--- config.mk ---
export PLATFORM = sky130hd
export DESIGN_NAME = pod_divider
export DESIGN_NICKNAME = d
export VERILOG_FILES = /design/src/pod_pkg.sv /design/src/pod_divider.sv
export SDC_FILE = /design/constraint.sdc
export NUM_CORES = 1
export LEC_CHECK = 0
export ABC_AREA = 1
export BUFFER_PORTS_ARGS = -buffer_cell sky130_fd_sc_hd__buf_2
export CAP_MARGIN = 20
export CORE_MARGIN = 2
export CORE_UTILIZATION = 30
export DETAILED_ROUTE_END_ITERATION = 10
export HOLD_SLACK_MARGIN = 0.05
export SYNTH_ARGS = -nofsm -noshare
export SYNTH_HDL_FRONTEND = slang
export SYNTH_SLANG_ARGS = --single-unit
--- constraint.sdc ---
create_clock -name hclk -period 4.95 [get_ports hclk]
set_clock_uncertainty 0.1 [all_clocks]
set_input_delay 0.99 -clock hclk [delete_from_list [all_inputs] [get_ports hclk]]
set_output_delay 0.99 -clock hclk [all_outputs]
set_load 0.02 [all_outputs]
--- src/pod_pkg.sv ---
// Package with register map, field layout, reset values and types of the paired output channel divider.
package pod_pkg;

    // ------------------------------------------------------------
    // Register indices; the byte address is four times the index.
    // ------------------------------------------------------------
    localparam logic [29:0] POD_IDX_DIV0_CYCLE_COUNTS = 30'h190;
    localparam logic [29:0] POD_IDX_DIV0_BYPASS_CTRL = 30'h191;
    localparam logic [29:0] POD_IDX_DIV0_DUTY_FIX_CTRL = 30'h192;
    localparam logic [29:0] POD_IDX_DIV1_CYCLE_COUNTS = 30'h196;
    localparam logic [29:0] POD_IDX_DIV1_BYPASS_CTRL = 30'h197;
    localparam logic [29:0] POD_IDX_DIV1_DUTY_FIX_CTRL = 30'h198;
    localparam logic [29:0] POD_IDX_STATUS = 30'h1f0;

    // ------------------------------------------------------------
    // Field positions and reset values.
    // ------------------------------------------------------------
    localparam int POD_FLD_W = 4;
    localparam int POD_FLD_HIGH_LSB = 0;
    localparam int POD_FLD_LOW_LSB = 4;
    localparam int POD_FLD_PHASE_LSB = 0;
    localparam int POD_BIT_BEGIN_HIGH = 4;
    localparam int POD_BIT_BYPASS = 7;
    localparam int POD_BIT_CORR_DIS = 0;
    localparam int POD_REG_W = 8;
    localparam int POD_CNT_W = 5;
    localparam logic [7:0] POD_RST_CYCLE_COUNTS = 8'h00;
    localparam logic [7:0] POD_RST_BYPASS_CTRL = 8'h00;
    localparam logic [7:0] POD_RST_DUTY_FIX_CTRL = 8'h00;
    localparam logic [4:0] POD_CNT_ZERO = 5'h00;
    localparam logic [4:0] POD_CNT_ONE = 5'h01;

    // ------------------------------------------------------------
    // Bus encodings.
    // ------------------------------------------------------------
    localparam logic [1:0] POD_HTRANS_NONSEQ = 2'h2;
    localparam logic [2:0] POD_HSIZE_WORD = 3'h2;
    localparam logic POD_HRESP_OKAY = 1'b0;

    // Register kind within one divider.
    typedef enum logic [1:0] {
        POD_KIND_COUNTS,
        POD_KIND_BYPASS,
        POD_KIND_DUTY,
        POD_KIND_STATUS
    } pod_kind_t;

    // Result of an address decode.
    typedef struct packed {
        logic hit;
        logic ch;
        pod_kind_t kind;
    } pod_dec_t;

    // Divider channel state.
    typedef enum logic [1:0] {
        POD_ST_DELAY,
        POD_ST_HIGH,
        POD_ST_LOW
    } pod_state_t;

    // Phase settings captured by a synchronisation.
    typedef struct packed {
        logic begin_high;
        logic [3:0] phase_offset_field;
    } pod_phase_t;

endpackage

--- src/pod_divider.sv ---
// Two channel dividers with high/low counts, bypass, duty correction and synced phase offset, behind AHB-Lite.
//
// Decided for this implementation: the AHB-Lite slave port.
`timescale 1ns/10ps
`default_nettype none

// Operation
// - Four-bit low and high counts; output low M+1, high N+1 input cycles.
// - Counting uses edges of the clock routed to the divider input.
// - Bypass passes the divider input straight through, division one.
// - Unbypassed division ratio is N+M+2, covering two to thirty-two.
// - Duty correction is on after reset; each divider disables its own.
// - Uncorrected unbypassed high fraction is (N+1)/(N+M+2).
// - Bypass after odd prescaler gives 33.3%/40% uncorrected, 50% corrected; here bypass ignores correction and passes the input duty.
// - Bypass after prescaler 3 or 5 corrected yields (1+X)/3 or (2+X)/5; here bypass keeps the input duty with correction on.
// - Bypass keeps input duty; odd corrected ratio gives (N+1+X)/(2N+3).
// - Direct routing keeps source duty cycle unchanged.
// - Phase offset delays the output rise by whole input rising edges.
// - Delay comes from offset field and begin-high bit, plus low count.
// - Low count in bits 7:4, high count in 3:0, stored as count minus one.
// - Bypass is bit 7 of bypass register; correction-disable bit 0 of duty register.
// - Begin-high is bit 4, phase offset bits 3:0 of the bypass register.
// - Value up to 15 delays that many; else value minus 16 plus M plus 1.
// - The upstream prescaler divides by 2 to 6.
module pod_divider #(
    parameter int NCH = 2
) (
    input wire logic hclk,
    input wire logic hresetn,
    input wire logic hsel,
    input wire logic [31:0] haddr,
    input wire logic [1:0] htrans,
    input wire logic hwrite,
    input wire logic [2:0] hsize,
    input wire logic [31:0] hwdata,
    input wire logic hready,
    output logic hreadyout,
    output logic hresp,
    output logic [31:0] hrdata,
    input wire logic div_in,
    input wire logic sync_req,
    output logic [NCH-1:0] div_out
);
    import pod_pkg::*;

    // The register map holds exactly two dividers.
    if (NCH != 2) begin : g_bad_nch
        $error("pod_divider supports only two channels");
    end

    // ------------------------------------------------------------
    // Address decode and helper functions
    // ------------------------------------------------------------
    function automatic pod_dec_t pod_decode(input logic [31:0] addr);
        pod_dec_t d;
        d = '{hit: 1'b1, ch: 1'b0, kind: POD_KIND_STATUS};
        unique case (addr[31:2])
            POD_IDX_DIV0_CYCLE_COUNTS: d.kind = POD_KIND_COUNTS;
            POD_IDX_DIV0_BYPASS_CTRL: d.kind = POD_KIND_BYPASS;
            POD_IDX_DIV0_DUTY_FIX_CTRL: d.kind = POD_KIND_DUTY;
            POD_IDX_DIV1_CYCLE_COUNTS: d = '{hit: 1'b1, ch: 1'b1, kind: POD_KIND_COUNTS};
            POD_IDX_DIV1_BYPASS_CTRL: d = '{hit: 1'b1, ch: 1'b1, kind: POD_KIND_BYPASS};
            POD_IDX_DIV1_DUTY_FIX_CTRL: d = '{hit: 1'b1, ch: 1'b1, kind: POD_KIND_DUTY};
            POD_IDX_STATUS: d.kind = POD_KIND_STATUS;
            default: d.hit = 1'b0;
        endcase
        return d;
    endfunction

    // Offsets of 16 and up also wait out the programmed low count.
    function automatic logic [4:0] pod_delay(input pod_phase_t p, input logic [3:0] low_cnt);
        if (p.begin_high) begin
            return {1'b0, p.phase_offset_field} + {1'b0, low_cnt} + POD_CNT_ONE;
        end
        return {1'b0, p.phase_offset_field};
    endfunction

    // ------------------------------------------------------------
    // AHB-Lite slave
    // ------------------------------------------------------------
    logic [7:0] counts_ff [NCH];
    logic [7:0] bypass_ff [NCH];
    logic [7:0] duty_ff [NCH];
    pod_state_t state_ff [NCH];
    logic wr_pend_ff;
    pod_dec_t wr_dec_ff;
    logic hreadyout_ff;
    logic hresp_ff;
    logic [31:0] hrdata_ff;
    logic [NCH-1:0] out_ff;
    logic [NCH-1:0] running;
    logic addr_ok;
    pod_dec_t a_dec;
    logic [7:0] rd_byte;

    assign addr_ok = hsel && hready && (htrans == POD_HTRANS_NONSEQ) && (hsize == POD_HSIZE_WORD);
    assign a_dec = pod_decode(haddr);

    // A read right behind a write to the same register sees the new byte.
    always_comb begin
        rd_byte = 8'h00;
        if (wr_pend_ff && wr_dec_ff == a_dec && a_dec.kind != POD_KIND_STATUS) begin
            rd_byte = hwdata[POD_REG_W-1:0];
        end else if (a_dec.hit) begin
            unique case (a_dec.kind)
                POD_KIND_COUNTS: rd_byte = counts_ff[a_dec.ch];
                POD_KIND_BYPASS: rd_byte = bypass_ff[a_dec.ch];
                POD_KIND_DUTY: rd_byte = duty_ff[a_dec.ch];
                POD_KIND_STATUS: rd_byte = {4'h0, running, out_ff};
            endcase
        end
    end

    // Capture the address phase; slave never inserts wait states.
    always_ff @(posedge hclk or negedge hresetn) begin
        if (!hresetn) begin
            wr_pend_ff <= 1'b0;
            wr_dec_ff <= '0;
            hrdata_ff <= '0;
            hreadyout_ff <= 1'b1;
            hresp_ff <= POD_HRESP_OKAY;
        end else begin
            wr_pend_ff <= addr_ok && hwrite && a_dec.hit && a_dec.kind != POD_KIND_STATUS;
            wr_dec_ff <= a_dec;
            hrdata_ff <= (addr_ok && !hwrite) ? {24'h000000, rd_byte} : 32'h00000000;
            hreadyout_ff <= 1'b1;
            hresp_ff <= POD_HRESP_OKAY;
        end
    end

    assign hreadyout = hreadyout_ff;
    assign hresp = hresp_ff;
    assign hrdata = hrdata_ff;
    assign div_out = out_ff;

    // ------------------------------------------------------------
    // Input synchronisers and edge detection
    // ------------------------------------------------------------
    logic in_s1_ff, in_s2_ff, in_s3_ff;
    logic sy_s1_ff, sy_s2_ff, sy_s3_ff;
    logic start_ff;
    logic in_rise, in_fall, sync_go;

    // Three flops per pin; edges are judged from the second and third only.
    always_ff @(posedge hclk or negedge hresetn) begin
        if (!hresetn) begin
            {in_s1_ff, in_s2_ff, in_s3_ff} <= 3'h0;
            {sy_s1_ff, sy_s2_ff, sy_s3_ff} <= 3'h0;
        end else begin
            {in_s1_ff, in_s2_ff, in_s3_ff} <= {div_in, in_s1_ff, in_s2_ff};
            {sy_s1_ff, sy_s2_ff, sy_s3_ff} <= {sync_req, sy_s1_ff, sy_s2_ff};
        end
    end

    // A synchronisation is issued automatically once after reset.
    always_ff @(posedge hclk or negedge hresetn) begin
        if (!hresetn) begin
            start_ff <= 1'b1;
        end else begin
            start_ff <= 1'b0;
        end
    end

    // Only routed rises are counted, so any prescaler ratio ahead of the pin is served alike.
    assign in_rise = in_s2_ff && !in_s3_ff;
    assign in_fall = !in_s2_ff && in_s3_ff;
    assign sync_go = start_ff || (sy_s2_ff && !sy_s3_ff);

    // ------------------------------------------------------------
    // Channel dividers
    // ------------------------------------------------------------
    logic [4:0] cnt_ff [NCH];
    logic [NCH-1:0] pend_ff;
    pod_phase_t phase_ff [NCH];
    logic [3:0] hi_n [NCH];
    logic [3:0] lo_m [NCH];
    logic [NCH-1:0] byp, corr;
    logic [4:0] dly [NCH];

    for (genvar c = 0; c < NCH; c++) begin : g_ch
        // Register writes land in the data phase, low byte only.
        always_ff @(posedge hclk or negedge hresetn) begin
            if (!hresetn) begin
                counts_ff[c] <= POD_RST_CYCLE_COUNTS;
                bypass_ff[c] <= POD_RST_BYPASS_CTRL;
                duty_ff[c] <= POD_RST_DUTY_FIX_CTRL;
            end else if (wr_pend_ff && wr_dec_ff.ch == 1'(c)) begin
                unique case (wr_dec_ff.kind)
                    POD_KIND_COUNTS: counts_ff[c] <= hwdata[POD_REG_W-1:0];
                    POD_KIND_BYPASS: bypass_ff[c] <= hwdata[POD_REG_W-1:0];
                    POD_KIND_DUTY: duty_ff[c] <= hwdata[POD_REG_W-1:0];
                    POD_KIND_STATUS: ;
                endcase
            end
        end

        assign hi_n[c] = counts_ff[c][POD_FLD_HIGH_LSB +: POD_FLD_W];
        assign lo_m[c] = counts_ff[c][POD_FLD_LOW_LSB +: POD_FLD_W];
        assign byp[c] = bypass_ff[c][POD_BIT_BYPASS];
        // Correction only matters for odd ratios; even ones with M=N are already 50%.
        assign corr[c] = !duty_ff[c][POD_BIT_CORR_DIS] && (hi_n[c][0] ^ lo_m[c][0]);
        assign dly[c] = pod_delay(phase_ff[c], lo_m[c]);
        assign running[c] = state_ff[c] != POD_ST_DELAY;

        // Phase settings are only sampled at a synchronisation.
        always_ff @(posedge hclk or negedge hresetn) begin
            if (!hresetn) begin
                phase_ff[c] <= '0;
            end else if (sync_go) begin
                phase_ff[c] <= '{begin_high: bypass_ff[c][POD_BIT_BEGIN_HIGH],
                                 phase_offset_field: bypass_ff[c][POD_FLD_PHASE_LSB +: POD_FLD_W]};
            end
        end

        // Delay, then alternate high and low phases counted on input rises.
        always_ff @(posedge hclk or negedge hresetn) begin
            if (!hresetn) begin
                state_ff[c] <= POD_ST_DELAY;
                cnt_ff[c] <= POD_CNT_ZERO;
                pend_ff[c] <= 1'b0;
                out_ff[c] <= 1'b0;
            end else if (sync_go) begin
                state_ff[c] <= POD_ST_DELAY;
                cnt_ff[c] <= POD_CNT_ZERO;
                pend_ff[c] <= 1'b0;
                out_ff[c] <= 1'b0;
            end else if (byp[c]) begin
                out_ff[c] <= in_s2_ff;
            end else begin
                unique case (state_ff[c])
                    POD_ST_DELAY: begin
                        if (in_rise && cnt_ff[c] == dly[c]) begin
                            out_ff[c] <= 1'b1;
                            state_ff[c] <= POD_ST_HIGH;
                            cnt_ff[c] <= POD_CNT_ZERO;
                        end else if (in_rise) begin
                            cnt_ff[c] <= cnt_ff[c] + POD_CNT_ONE;
                        end
                    end
                    POD_ST_HIGH: begin
                        if (in_rise && cnt_ff[c] == {1'b0, hi_n[c]}) begin
                            // Under correction the fall waits for the input's own falling edge.
                            state_ff[c] <= POD_ST_LOW;
                            cnt_ff[c] <= POD_CNT_ZERO;
                            pend_ff[c] <= corr[c];
                            out_ff[c] <= corr[c];
                        end else if (in_rise) begin
                            cnt_ff[c] <= cnt_ff[c] + POD_CNT_ONE;
                        end
                    end
                    POD_ST_LOW: begin
                        if (in_rise && cnt_ff[c] == {1'b0, lo_m[c]}) begin
                            state_ff[c] <= POD_ST_HIGH;
                            cnt_ff[c] <= POD_CNT_ZERO;
                            out_ff[c] <= 1'b1;
                            pend_ff[c] <= 1'b0;
                        end else begin
                            if (in_rise) begin
                                cnt_ff[c] <= cnt_ff[c] + POD_CNT_ONE;
                            end
                            if (pend_ff[c] && in_fall) begin
                                out_ff[c] <= 1'b0;
                                pend_ff[c] <= 1'b0;
                            end
                        end
                    end
                endcase
            end
        end

    end
endmodule
`default_nettype wire

; Word-level counts from Yosys, hierarchy flattened
; Index checks and enable logic that the tools add are counted.
[op_classes]
add_sub_neg = 6
mul = 0
div = 0
order_cmp = 1
eq_ne = 42
shift = 0
n_mux = 70
bitwise_logic = 4
reduce_logical = 56
[op_table]
columns = op, count
row1 = $eq A30 B9 Y1 const B, 7
row2 = $mux W8, 12
row3 = $mux W5, 16
row4 = $pmux W8 S4, 1
row5 = $pmux W5 S3, 2
row6 = $logic_and A1 B1 Y1, 24
row7 = $ne A4 B4 Y1 const B, 6
row8 = $mux W1, 22
row9 = $add A5 B1 Y5 const B, 4
row10 = $eq A5 B4 Y1, 4
row11 = $mux W2, 10
row12 = $ne A3 B3 Y1 const B, 6
row13 = $pmux W2 S3, 3
row14 = $reduce_and A4 Y1, 4
row15 = $eq A2 B2 Y1 const B, 6
row16 = $reduce_and A2 Y1, 6
row17 = $add A4 B4 Y5, 2
row18 = $eq A5 B5 Y1, 2
row19 = $ne A5 B5 Y1 const B, 2
row20 = $eq A2 B1 Y1 const B, 4
row21 = $logic_not A2 Y1, 4
row22 = $reduce_or A7 Y1, 1
row23 = $logic_not A1 Y1, 6
row24 = $pmux W1 S3, 2
row25 = other kinds (15), 23
[word_totals]
regBits = 96
latch_bits = 0
mem_bits_rw = 0
rom_bits = 0
inputBits = 76
output_inout_bits = 36
word_cells = 209
mem_count = 0

; Longest topological paths before layout
; Gate-level depths: netlist (run 1).
[depth]
word_depth = 11
mapped_depth = 17
ltp_nobuf = 17

; Worst setup path after synthesis (run 1)
; OpenSTA, ideal clock, no wires.
[synth_timing]
path_type = input-to-reg
from = in haddr[23]
to = reg hrdata_ff[7] (netlist: hrdata[7])
setup_ns = 0.125
arrival_time_ns = 2.270
required_time_ns = 4.725
setup_slack_ns = 2.455
path_stages = 12
path_buffers = 2
path_cell_list = nor2_1 > nand3_1 > nor2_4 > nand2_2 > nand2_2 > nor2_2 > buf_6 > buf_6 > o211ai_1 > nand3_1 > nand3_1 > a21oi_1
[synth_between]
elab_chain_len = 11
word_cells_on_any_way = 37
classes_between = eq/ne: 12 / mux: 16 / bitwise: 1 / reduce/logical: 8
[synth_rtl]
columns = item, line_no
row1 = start: declaration, pod_divider.sv:31  ; input wire logic [31:0] haddr,
row2 = $eq A30 B9 Y1, pod_divider.sv:57  ; unique case (addr[31:2])
row3 = $reduce_or A3 Y1 (no line), --
row4 = $mux W1, pod_divider.sv:57
row5 = $not A1 Y2 (implied by the code), "pod_divider.sv:106, pod_divider.sv:107, pod_divider.sv:108"
row6 = "$mux W8, on equally long branches (3 in a row)", "pod_divider.sv:108, pod_divider.sv:106, pod_divider.sv:107"
row7 = $pmux W8 S4, pod_divider.sv:105  ; unique case (a_dec.kind)
row8 = $mux W8, pod_divider.sv:104  ; end else if (a_dec.hit) begin
row9 = $mux W8 *, pod_divider.sv:102  ; if (wr_pend_ff && wr_dec_ff == a_dec && a_dec.kind != POD_KIND_STATUS) begin
row10 = $mux W8 *, pod_divider.sv:125  ; hrdata_ff <= (addr_ok && !hwrite) ? {24'h000000, rd_byte} : 32'h00000000;
row11 = end signal: assignment, pod_divider.sv:125
row12 = end: declaration, pod_divider.sv:89  ; logic [31:0] hrdata_ff;
; Mark *: on every way between the ends. The rest lies on a longest branch, timed or not. The select of a mux whose other input is x is not followed.
; A chain may end at the register's enable or synchronous reset.

; Worst setup path in the final report (run 1)
[layout_timing]
from = reg counts_ff[4] (netlist bit)
to = reg cnt_ff[1] (netlist bit)
[layout_between]
elab_chain_len = 10
word_cells_on_any_way = 13
classes_between = add/sub: 2 / eq/ne: 2 / mux: 7 / reduce/logical: 2
[layout_rtl]
columns = item, line_no
row1 = start: declaration, pod_divider.sv:81  ; logic [7:0] counts_ff [NCH];
row2 = start signal: indexed assignment, pod_divider.sv:189  ; POD_KIND_COUNTS: counts_ff[c] <= hwdata[POD_REG_W-1:0];
row3 = $add A4 B4 Y5, pod_divider.sv:73  ; return {1'b0, p.phase_offset_field} + {1'b0, low_cnt} + POD_CNT_ONE;
row4 = $add A5 B1 Y5, pod_divider.sv:73
row5 = $mux W5, pod_divider.sv:72  ; if (p.begin_high) begin
row6 = $mux W5, pod_divider.sv:75  ; return {1'b0, p.phase_offset_field};
row7 = $eq A5 B5 Y1, pod_divider.sv:232  ; if (in_rise && cnt_ff[c] == dly[c]) begin
row8 = $logic_and A1 B1 Y1, pod_divider.sv:232
row9 = $mux W5, pod_divider.sv:232
row10 = $pmux W5 S3 *, pod_divider.sv:230  ; unique case (state_ff[c])
row11 = $mux W5 *, pod_divider.sv:227  ; end else if (byp[c]) begin
row12 = $mux W5 *, pod_divider.sv:222  ; end else if (sync_go) begin
row13 = end signal: indexed assignment, pod_divider.sv:237  ; cnt_ff[c] <= cnt_ff[c] + POD_CNT_ONE;
row14 = end signal: indexed assignment, pod_divider.sv:248  ; cnt_ff[c] <= cnt_ff[c] + POD_CNT_ONE;
row15 = end signal: indexed assignment, pod_divider.sv:259  ; cnt_ff[c] <= cnt_ff[c] + POD_CNT_ONE;
row16 = end: declaration, pod_divider.sv:172  ; logic [4:0] cnt_ff [NCH];
; Marked as above.

==> run_results.csv, run 1 <==
group,metric,value,unit
floorplanning,rows,51,
floorplanning,die_h,146,um
timing,rsz0062_at_grt,"no",
setup_path,critPathRequiredTime,5.05,ns
grt,grt_pass1_vias,4899,
cts,insertion_delay,0.35,ns
detailed_routing,via_per_inst,4.54,
floorplanning,start_util,30.8,%
grt,overflow,0,
placed_design,dp_hpwl,11.1,mm
cts,cts.repair.resized,0,
job,maxCapViolCount,0,
setup_path,arrival,2.98,ns
yosys,netlist_instances,826,
detailed_routing,routed_wl,14.8,mm
cts,postCtsSetupRepairBufs,0,
detailed_routing,drt_iter0_markers,279,
setup_path,worstSetupEndpointType,"register",
yosys,ys_types,37,
detailed_routing,antenna_left,0,
grt,grt_pass1_wl,24.8,mm
yosys,syn_area,6030,um^2
timing,slew_headroom,38.1,%
status,status,"finished clean",
cts,cts_sinks,96,
placed_design,io_buffers,59,
pwr,vdd_drop_max,0.158,mV
yosys,synth_seq_area_share,39.9,%
pwr,total_power,1.87,mW
timing,fin_ws,2.07,ns
yosys,ys_async_sr_fraction,100,%
cts,root_buffer,"clkbuf_16",
placed_design,dp_slack,1.74,ns
timing,fin_crit,2.88,ns
setup_path,slowest_stage,"dfrtp_1",
yosys,yosysWarnings,0,
detailed_routing,drc_errors,0,
timing,period_share,58.1,%
finish,area_growth,12.5,%
setup_path,cp_slowest_stage_delay,0.50,ns
cts,cts_hold_buf,0,
setup_path,path_max_fanout,6,
finish,multi_input_area,3030,um^2
detailed_routing,drtPass1Iterations,8,
floorplanning,core_area,19600,um^2
timing,final-max-slew-violation-count,0,
setup_path,crit_chain,"inv_1 -> ha_1 -> fa_1 -> nand2_1 -> o21ai_0 -> or2_2 -> nand3_1 -> nor2_1 -> nand2_1 -> nor2_1 -> nand3_1 -> o211ai_1 -> o22ai_1",
cts,cts_tree,"done",
floorplanning,chipWidth,146,um
placed_design,gp_congestion,0.860,
yosys,synth-edff-count,0,
setup_path,crit_type,"reg2reg",
finish,fillers,2083,
yosys,ys_seq_elements,96,
finish,nets,971,
timing,setup_viol,0,
setup_path,cp-start-kind,"register",
cts,clk_pin_slew,0.07,ns
detailed_routing,routedWlPerCell,12.9,um
timing,final_hold_viol_count,0,
yosys,ys.flop_type,"dfrtp_1",
grt,antenna_found_initial,0,
detailed_routing,vias,5210,
floorplanning,dieArea,21200,um^2
worst_hold_path,min_path_type,"reg2reg",
cts,htreeDepth,3,
grt,track_usage,14.3,%
finish,area.sequential,2400,um^2
timing,fin_setup_tns,0,ns
pwr,leakage,3.46,nW
cts,cts_buffers,9,
pwr,power.density,276,nW/um^2
grt,grt_max_degree,72,
cts,clk_path_buf_depth,2,
timing,clock.fmax,347,MHz
timing,worstMarginPinSlew,0.925,ns
finish,drive_gt1_share,12.9,%
floorplanning,pin_count,112,
finish,num_antenna_cells,0,
yosys,synth_area_per_cell,7.30,um^2
==> cell usage in the layout, fill, tap and decap left out, types with 2 or more instances in the layout <==
master	synthesis	final
nand2_1	210	210
inv_1	98	98
dfrtp_1	95	95
o21ai_0	94	94
nor2_1	79	79
buf_2	4	58
nand3_1	48	48
conb_1	2	27
a21oi_1	25	24
xor2_1	21	21
ha_1	16	16
nand4_1	14	14
nand2_2	12	12
o22ai_1	10	10
clkbuf_16	0	9
or2_2	6	6
xnor2_1	6	6
inv_2	5	5
nor2_2	5	5
nor3_1	5	5
nand3b_1	5	5
nor2_4	4	4
o21ai_1	3	3
o211ai_1	3	3
buf_4	28	3
nand3_2	2	2
o21a_1	2	2
fa_1	2	2
clkbuf_8	0	2
clkinvlp_4	0	2
==> worst max-delay path, delay by kind of cell (launching register included) <==
family                   cells  cell delay, ns
adder cells (fa/ha/maj)      2            0.70
buffers and inverters        1            0.08
AND/OR/NAND/NOR              7            0.65
AO/OA/AOI/OAI                3            0.70
flip-flops                   1            0.50
==> metal layers <==
layer	routed length (um)	track usage, %	vias up
met1	7430	19.9	2422
met2	6830	23.7	82
met3	351	1.91	14
li1	-	-	2692
met4	144	3.14	0
met5	0	0	-
==> flip-flops by register name, summed over array words and instances (netlist names) <==
name	cells
pend_ff	2
phase_ff	10
in_s2_ff	1
sy_s3_ff	1
start_ff	1
bypass_ff	14
byp	2
cnt_ff	10
in_s1_ff	1
div_out	2
wr_dec_ff	4
state_ff	4
in_s3_ff	1
duty_ff	16
sy_s2_ff	1
wr_pend_ff	1
hrdata	8
sy_s1_ff	1
counts_ff	16
==> layout make-up <==
| class | count | share of cell area, % |
|---|---|---|
| clock buffers | 12 | 3.78 |
| clock inverters | 4 | 0.793 |
| inverters | 104 | 5.76 |
| multi-input cells | 605 | 44.7 |
| flip-flops and latches | 96 | 35.4 |
| well taps | 265 | 4.89 |
| repair buffers | 61 | 4.61 |
==> where the power goes <==
part | total (mW) | switching (mW) | internal (mW)
clock network | 0.730 | 0.310 | 0.421
registers | 0.834 | 0.0221 | 0.812
logic | 0.308 | 0.204 | 0.105
==> worst paths after layout <==
path / endpoint / start / slack [ns] / depth (start not counted)
worst max-delay path: cnt_ff[1]$_DFFE_PN0P_ / counts_ff[4]$_DFFE_PN0P_ / 2.07 / 13
worst min-delay path: in_s2_ff$_DFF_PN0_ / in_s1_ff$_DFF_PN0_ / 0.25 / 0
worst max register to register: cnt_ff[1]$_DFFE_PN0P_ / counts_ff[4]$_DFFE_PN0P_ / 2.07 / 13
worst min register to register: in_s2_ff$_DFF_PN0_ / in_s1_ff$_DFF_PN0_ / 0.25 / 0
max in group asynchronous: duty_ff[2]$_DFFE_PN0P_ / hresetn / 3.16 / 2
min in group asynchronous: cnt_ff[1]$_DFFE_PN0P_ / hresetn / 0.67 / 1
==> cells by family (layout without fill, tap and decap cells) <==
family	Yosys count	count (layout)	share of synthesized area, %
and+or+nand+nor	394	394	28.6
buffers and inverters	150	181	11.4
AOI/OAI and AO/OA	139	139	12.0
DFF	96	96	39.9
xor gates and xnor gates	27	27	3.92
adders and majority gates	18	18	3.99
other	2	27	0.125
==> Yosys cell counts, types with 6 or more instances <==
library cell	count	area [um^2]
nand2_1	210	788
inv_1	98	368
dfrtp_1	95	2380
o21ai_0	94	470
nor2_1	79	297
nand3_1	48	240
buf_4	28	210
a21oi_1	25	125
xor2_1	21	184
ha_1	16	200
nand4_1	14	87.6
clkbuf_1	12	45.0
nand2_2	12	75.1
o22ai_1	10	62.6
or2_2	6	37.5
xnor2_1	6	52.6
==> per-stage QoR <==
step           cell area [um^2]  hold WS [ns]  instances  util, %
2_1_floorplan              6120         0.231        851        -
3_3_place_gp               6470         0.233       1131     33.0
3_5_place_dp               6470         0.236       1131     33.0
4_1_cts                    6780         0.253       1147     34.6
5_1_grt                    6780         0.255       1147     34.6
6_report                   6780         0.250       1147     34.6
(Power assumes the default switching activity.)
==> inputs of run 2 (changes only) <==
==> constraint.sdc (replaced) <==
create_clock -name hclk -period 3 [get_ports hclk]
set_clock_uncertainty 0.1 [all_clocks]
set_input_delay 0.6 -clock hclk [delete_from_list [all_inputs] [get_ports hclk]]
set_output_delay 0.6 -clock hclk [all_outputs]
set_load 0.02 [all_outputs]
==> run_results.csv, run 2 (same netlist as run 1, synthesis figures left out) <==
group,metric,value,unit
grt,grt.busiest_layer,"met2",
cts,cts_buffers,9,
finish,fillers,2074,
grt,met3_usage,1.57,%
floorplanning,start_util,30.8,%
floorplanning,dieArea,21200,um^2
setup_path,arrival,2.84,ns
detailed_routing,routedWlPerCell,12.7,um
timing,period_share,90.9,%
setup_path,cp-start-kind,"register",
grt,use_met2,23.0,%
setup_path,path_max_fanout,5,
detailed_routing,drc_errors,0,
cts,insertion_delay,0.35,ns
status,status,"finished clean",
timing,slew_headroom,46.5,%
timing,setup_viol,0,
placed_design,gp_congestion,0.862,
grt,antenna_found_initial,0,
finish,area_growth,13.3,%
pwr,power.density,444,nW/um^2
detailed_routing,routed_wl,14.6,mm
setup_path,critPathRequiredTime,3.11,ns
cts,cts.repair.resized,0,
cts,clk_path_buf_depth,2,
grt,grt_max_degree,50,
timing,final_hold_viol_count,0,
placed_design,dp_hpwl,11.1,mm
timing,hold_ws,0.170,ns
timing,clock.fmax,367,MHz
cts,htreeDepth,3,
setup_path,crit_type,"reg2reg",
grt,track_usage,14.2,%
detailed_routing,antenna_left,0,
worst_hold_path,min_path_type,"in2async",
grt,grt_pass1_wl,24.6,mm
finish,nets,976,
job,maxCapViolCount,0,
grt,grt_use_met1,19.8,%
finish,largestRegisters,"counts_ff (16), duty_ff (16), bypass_ff (14)",
floorplanning,pin_count,112,
floorplanning,core_area,19600,um^2
timing,fin_setup_tns,0,ns
detailed_routing,drt_iter0_markers,268,
cts,postCtsSetupRepairBufs,0,
grt,overflow,0,
detailed_routing,drtPass1Iterations,5,
floorplanning,chipWidth,146,um
grt,grt_pass1_vias,4799,
finish,drive_gt1_share,13.2,%
finish,layout_common_cells,"nand2_1 (210), inv_1 (98), dfrtp_1 (95), o21ai_0 (94), nor2_1 (79)",
timing,rsz0062_at_grt,"no",
floorplanning,die_h,146,um
timing,final-max-slew-violation-count,0,
finish,final_common_cell,"nand2_1",
cts,cts_hold_buf,0,
pwr,vdd_drop_max,0.238,mV
detailed_routing,via_per_inst,4.48,
finish,num_antenna_cells,0,
pwr,total_power,3.03,mW
cts,root_buffer,"clkbuf_16",
placed_design,io_buffers,59,
timing,fin_crit,2.73,ns
detailed_routing,vias,5158,
setup_path,worstSetupEndpointType,"register",
pwr,leakage,3.48,nW
cts,cts_tree,"done",
timing,worstMarginPinSlew,0.802,ns
cts,cts_sinks,96,
cts,clk_pin_slew,0.06,ns
floorplanning,rows,51,
==> run 2: routing by layer <==
layer / vias up / part of all wire (%)
met2: 83 / 46
met4: 0 / 1.8
met3: 19 / 2.5
li1: 2689 / -
met5: - / 0
met1: 2367 / 49
==> run 2: critical path, stage by stage (launching register included) <==
cell      delay, ns
dfrtp_1        0.42
inv_1          0.10
ha_1           0.24
fa_1           0.48
nand2_1        0.04
o21ai_0        0.10
o21ai_0        0.11
a21oi_1        0.13
nand4_1        0.10
nor2_1         0.10
nand3_1        0.15
o21bai_1       0.37
o22ai_1        0.13
==> run 2: cell type report <==
cell class	instances	area, um^2	share of cell area [%]
Tap cell	265	332	4.86
Sequential cell	96	2400	35.2
Inverter	104	390	5.72
Clock inverter	3	42.5	0.623
Multi-Input combinational cell	605	3030	44.4
Timing Repair Buffer	66	375	5.50
Clock buffer	13	250	3.67
==> run 2: path summary, 6_finish.rpt <==
check,startpoint,end,slack (ns),cells past startpoint
max reg2reg,counts_ff[12]$_DFFE_PN0P_,cnt_ff[9]$_DFFE_PN0N_,0.27,12
min in group hclk,in_s1_ff$_DFF_PN0_,in_s2_ff$_DFF_PN0_,0.25,0
max,counts_ff[12]$_DFFE_PN0P_,cnt_ff[9]$_DFFE_PN0N_,0.27,12
min,hresetn,cnt_ff[2]$_DFFE_PN0P_,0.17,1
min reg2reg,in_s1_ff$_DFF_PN0_,in_s2_ff$_DFF_PN0_,0.25,0
max in group asynchronous,hresetn,start_ff$_DFF_PN1_,1.92,2
==> run 2: stage by stage <==
step	util, %	cell area [um^2]	instances	worst slack [ns]
6_report	34.8	6830	1152	0.274
5_1_grt	34.8	6830	1152	0.0602
4_1_cts	34.8	6830	1152	0.276
3_5_place_dp	33.4	6530	1136	0.219
3_3_place_gp	33.4	6530	1136	0.260
2_1_floorplan	-	6120	851	0.654
==> run 2: report_power, final <==
group / total, mW / switching [mW] / internal, mW
Sequential: 1.38 / 0.0370 / 1.34
Clock: 1.15 / 0.484 / 0.669
Combinational: 0.503 / 0.329 / 0.174
Total: 3.03 / 0.850 / 2.18
==> inputs of run 3 (changes only) <==
--- a/config.mk
+++ b/config.mk
@@ -6,11 +6,11 @@
 export NUM_CORES = 1
 export LEC_CHECK = 0
 export ABC_AREA = 1
-export BUFFER_PORTS_ARGS = -buffer_cell sky130_fd_sc_hd__buf_2
 export CAP_MARGIN = 20
 export CORE_MARGIN = 2
 export CORE_UTILIZATION = 30
 export DETAILED_ROUTE_END_ITERATION = 10
+export DONT_BUFFER_PORTS = 1
 export HOLD_SLACK_MARGIN = 0.05
 export SYNTH_ARGS = -nofsm -noshare
 export SYNTH_HDL_FRONTEND = slang
==> run_results.csv, run 3 (same netlist as run 1, synthesis figures left out) <==
group,metric,value,unit
status,status,"finished clean",
setup_path,cp_slowest_stage_delay,0.49,ns
detailed_routing,drt_iter0_markers,310,
grt,track_usage,14.3,%
finish,final_common_cell,"nand2_1",
finish,num_antenna_cells,0,
cts,insertion_delay,0.34,ns
floorplanning,rows,51,
cts,postCtsSetupRepairBufs,0,
setup_path,timing.critical_path.mode_cell,"o21ai_0",
detailed_routing,drtPass1Iterations,5,
pwr,p_int,2.06,mW
grt,overflow,0,
cts,clk_path_buf_depth,2,
setup_path,worstSetupStartpoint,"counts_ff[12]$_DFFE_PN0P_",
cts,cts_sinks,96,
setup_path,critPathRequiredTime,3.11,ns
timing,rsz0062_at_grt,"no",
detailed_routing,vias,5068,
pwr,leakage,3.23,nW
cts,root_buffer,"clkbuf_16",
finish,area_growth,8.16,%
cts,cts_buffers,9,
detailed_routing,routed_wl,14.8,mm
pwr,comb_power_share,16.1,%
floorplanning,start_util,30.8,%
setup_path,reg2reg_slack,0.38,ns
setup_path,cp-start-kind,"register",
cts,clk_pin_slew,0.07,ns
setup_path,worstSetupEndpointType,"register",
finish,nets,919,
detailed_routing,drc_errors,0,
placed_design,io_buffers,0,
floorplanning,core_area,19600,um^2
grt,grt_pass1_vias,4685,
timing,worstMarginPinSlew,0.590,ns
finish,largestRegisters,"counts_ff (16), duty_ff (16), bypass_ff (14)",
grt,grt_pass1_wl,24.5,mm
timing,final-max-slew-violation-count,0,
worst_hold_path,min_path_type,"in2async",
cts,htreeDepth,3,
pwr,switching_share,29.5,%
pwr,vdd_drop_max,0.272,mV
floorplanning,die_h,146,um
setup_path,rr_endpoint,"cnt_ff[9]$_DFFE_PN0N_",
placed_design,dp_hpwl,11.1,mm
setup_path,arrival,2.73,ns
pwr,p_switching,0.861,mW
detailed_routing,routedWlPerCell,13.5,um
timing,period_share,87.4,%
pwr,power.density,448,nW/um^2
setup_path,r2r_cells,12,
finish,layout_common_cells,"nand2_1 (210), inv_1 (98), dfrtp_1 (95), o21ai_0 (94), nor2_1 (79)",
cts,cts_tree,"done",
timing,clock.fmax,381,MHz
floorplanning,pin_count,112,
floorplanning,dieArea,21200,um^2
floorplanning,chipWidth,146,um
pwr,p_seq_share,47.2,%
setup_path,crit_chain,"inv_1 -> ha_1 -> fa_1 -> nand2_1 -> o21ai_0 -> o21ai_0 -> a21oi_1 -> nand4_1 -> nor2_1 -> nand3_1 -> o21bai_2 -> o22ai_1",
setup_path,cp-endpoint,"cnt_ff[9]$_DFFE_PN0N_",
job,maxCapViolCount,0,
timing,fin_setup_tns,0,ns
timing,setup_viol,0,
timing,final_hold_viol_count,0,
detailed_routing,antenna_left,0,
grt,grt_max_degree,97,
setup_path,crit_type,"reg2reg",
placed_design,gp_congestion,0.864,
setup_path,path_max_fanout,5,
pwr,p_clk_share,36.7,%
timing,fin_crit,2.62,ns
finish,drive_gt1_share,7.35,%
grt,antenna_found_initial,0,
timing,fin_ws,0.377,ns
setup_path,rr_startpoint,"counts_ff[12]$_DFFE_PN0P_",
finish,final_core_utilization,33.3,%
placed_design,dp_slack,0.303,ns
detailed_routing,via_per_inst,4.63,
timing,slew_headroom,60.6,%
setup_path,slowest_stage,"fa_1",
[run 3: stage by stage]
step	power (mW)	hold slack [ns]	cells	instance area (um^2)
2_1_floorplan	1.76	0.204	851	6120
4_1_cts	2.93	0.100	1095	6520
6_report	2.92	0.0692	1095	6520
5_1_grt	3.06	0.114	1095	6520
3_5_place_dp	1.84	0.207	1078	6220
3_3_place_gp	1.83	0.208	1078	6220
[run 3: metal layers]
metal  up-vias  share of wire [%]  GRT usage (%)
met5         -                  0              0
met4         0                1.1           3.63
met3        10                4.5           1.69
met2       113                 47           23.4
met1      2360                 47           20.1
li1       2585                  -              -
[run 3: worst min path at each step]
stage	startpoint	endpoint	cells after the start
global placement	hresetn	state_ff[0]$_DFFE_PN0P_	0
global route	hresetn	state_ff[1]$_DFFE_PN0P_	1
finish	hresetn	state_ff[0]$_DFFE_PN0P_	1
detailed placement	hresetn	cnt_ff[2]$_DFFE_PN0P_	0
CTS	hresetn	in_s2_ff$_DFF_PN0_	1
floorplan	hresetn	byp[0]$_DFFE_PN0P_	0
[run 3: power by group through the flow]
stage / Sequential (mW) / Clock, mW / Combinational [mW]
2_1_floorplan: 1.39 / 0 / 0.370
3_3_place_gp: 1.40 / 0 / 0.430
3_5_place_dp: 1.40 / 0 / 0.437
4_1_cts: 1.38 / 1.09 / 0.470
5_1_grt: 1.38 / 1.14 / 0.542
6_report: 1.38 / 1.07 / 0.470
[run 3: repair_timing]
action / 4_1_cts / 5_1_grt
hold endpoints to repair: 96 / 0
hold buffers: 1 / 0
setup endpoints to repair: 0 / 3
gates resized for setup: 0 / 1
[run 3: cell type report]
class,count,area (um^2)
well taps,265,332
clock buffers,12,236
flip-flops and latches,96,2400
repair buffers,9,87.6
fillers,2093,13100
clock inverters,4,32.5
inverters,104,390
multi-input cells,605,3040
[run 3: worst max-delay path: cells and delay by family, from the launching register on]
| family | cells | cell delay [ns] |
|---|---|---|
| AOI/OAI and AO/OA | 5 | 0.76 |
| adders and majority gates | 2 | 0.73 |
| buffers and inverters | 1 | 0.10 |
| DFF | 1 | 0.42 |
| and+or+nand+nor | 4 | 0.39 |
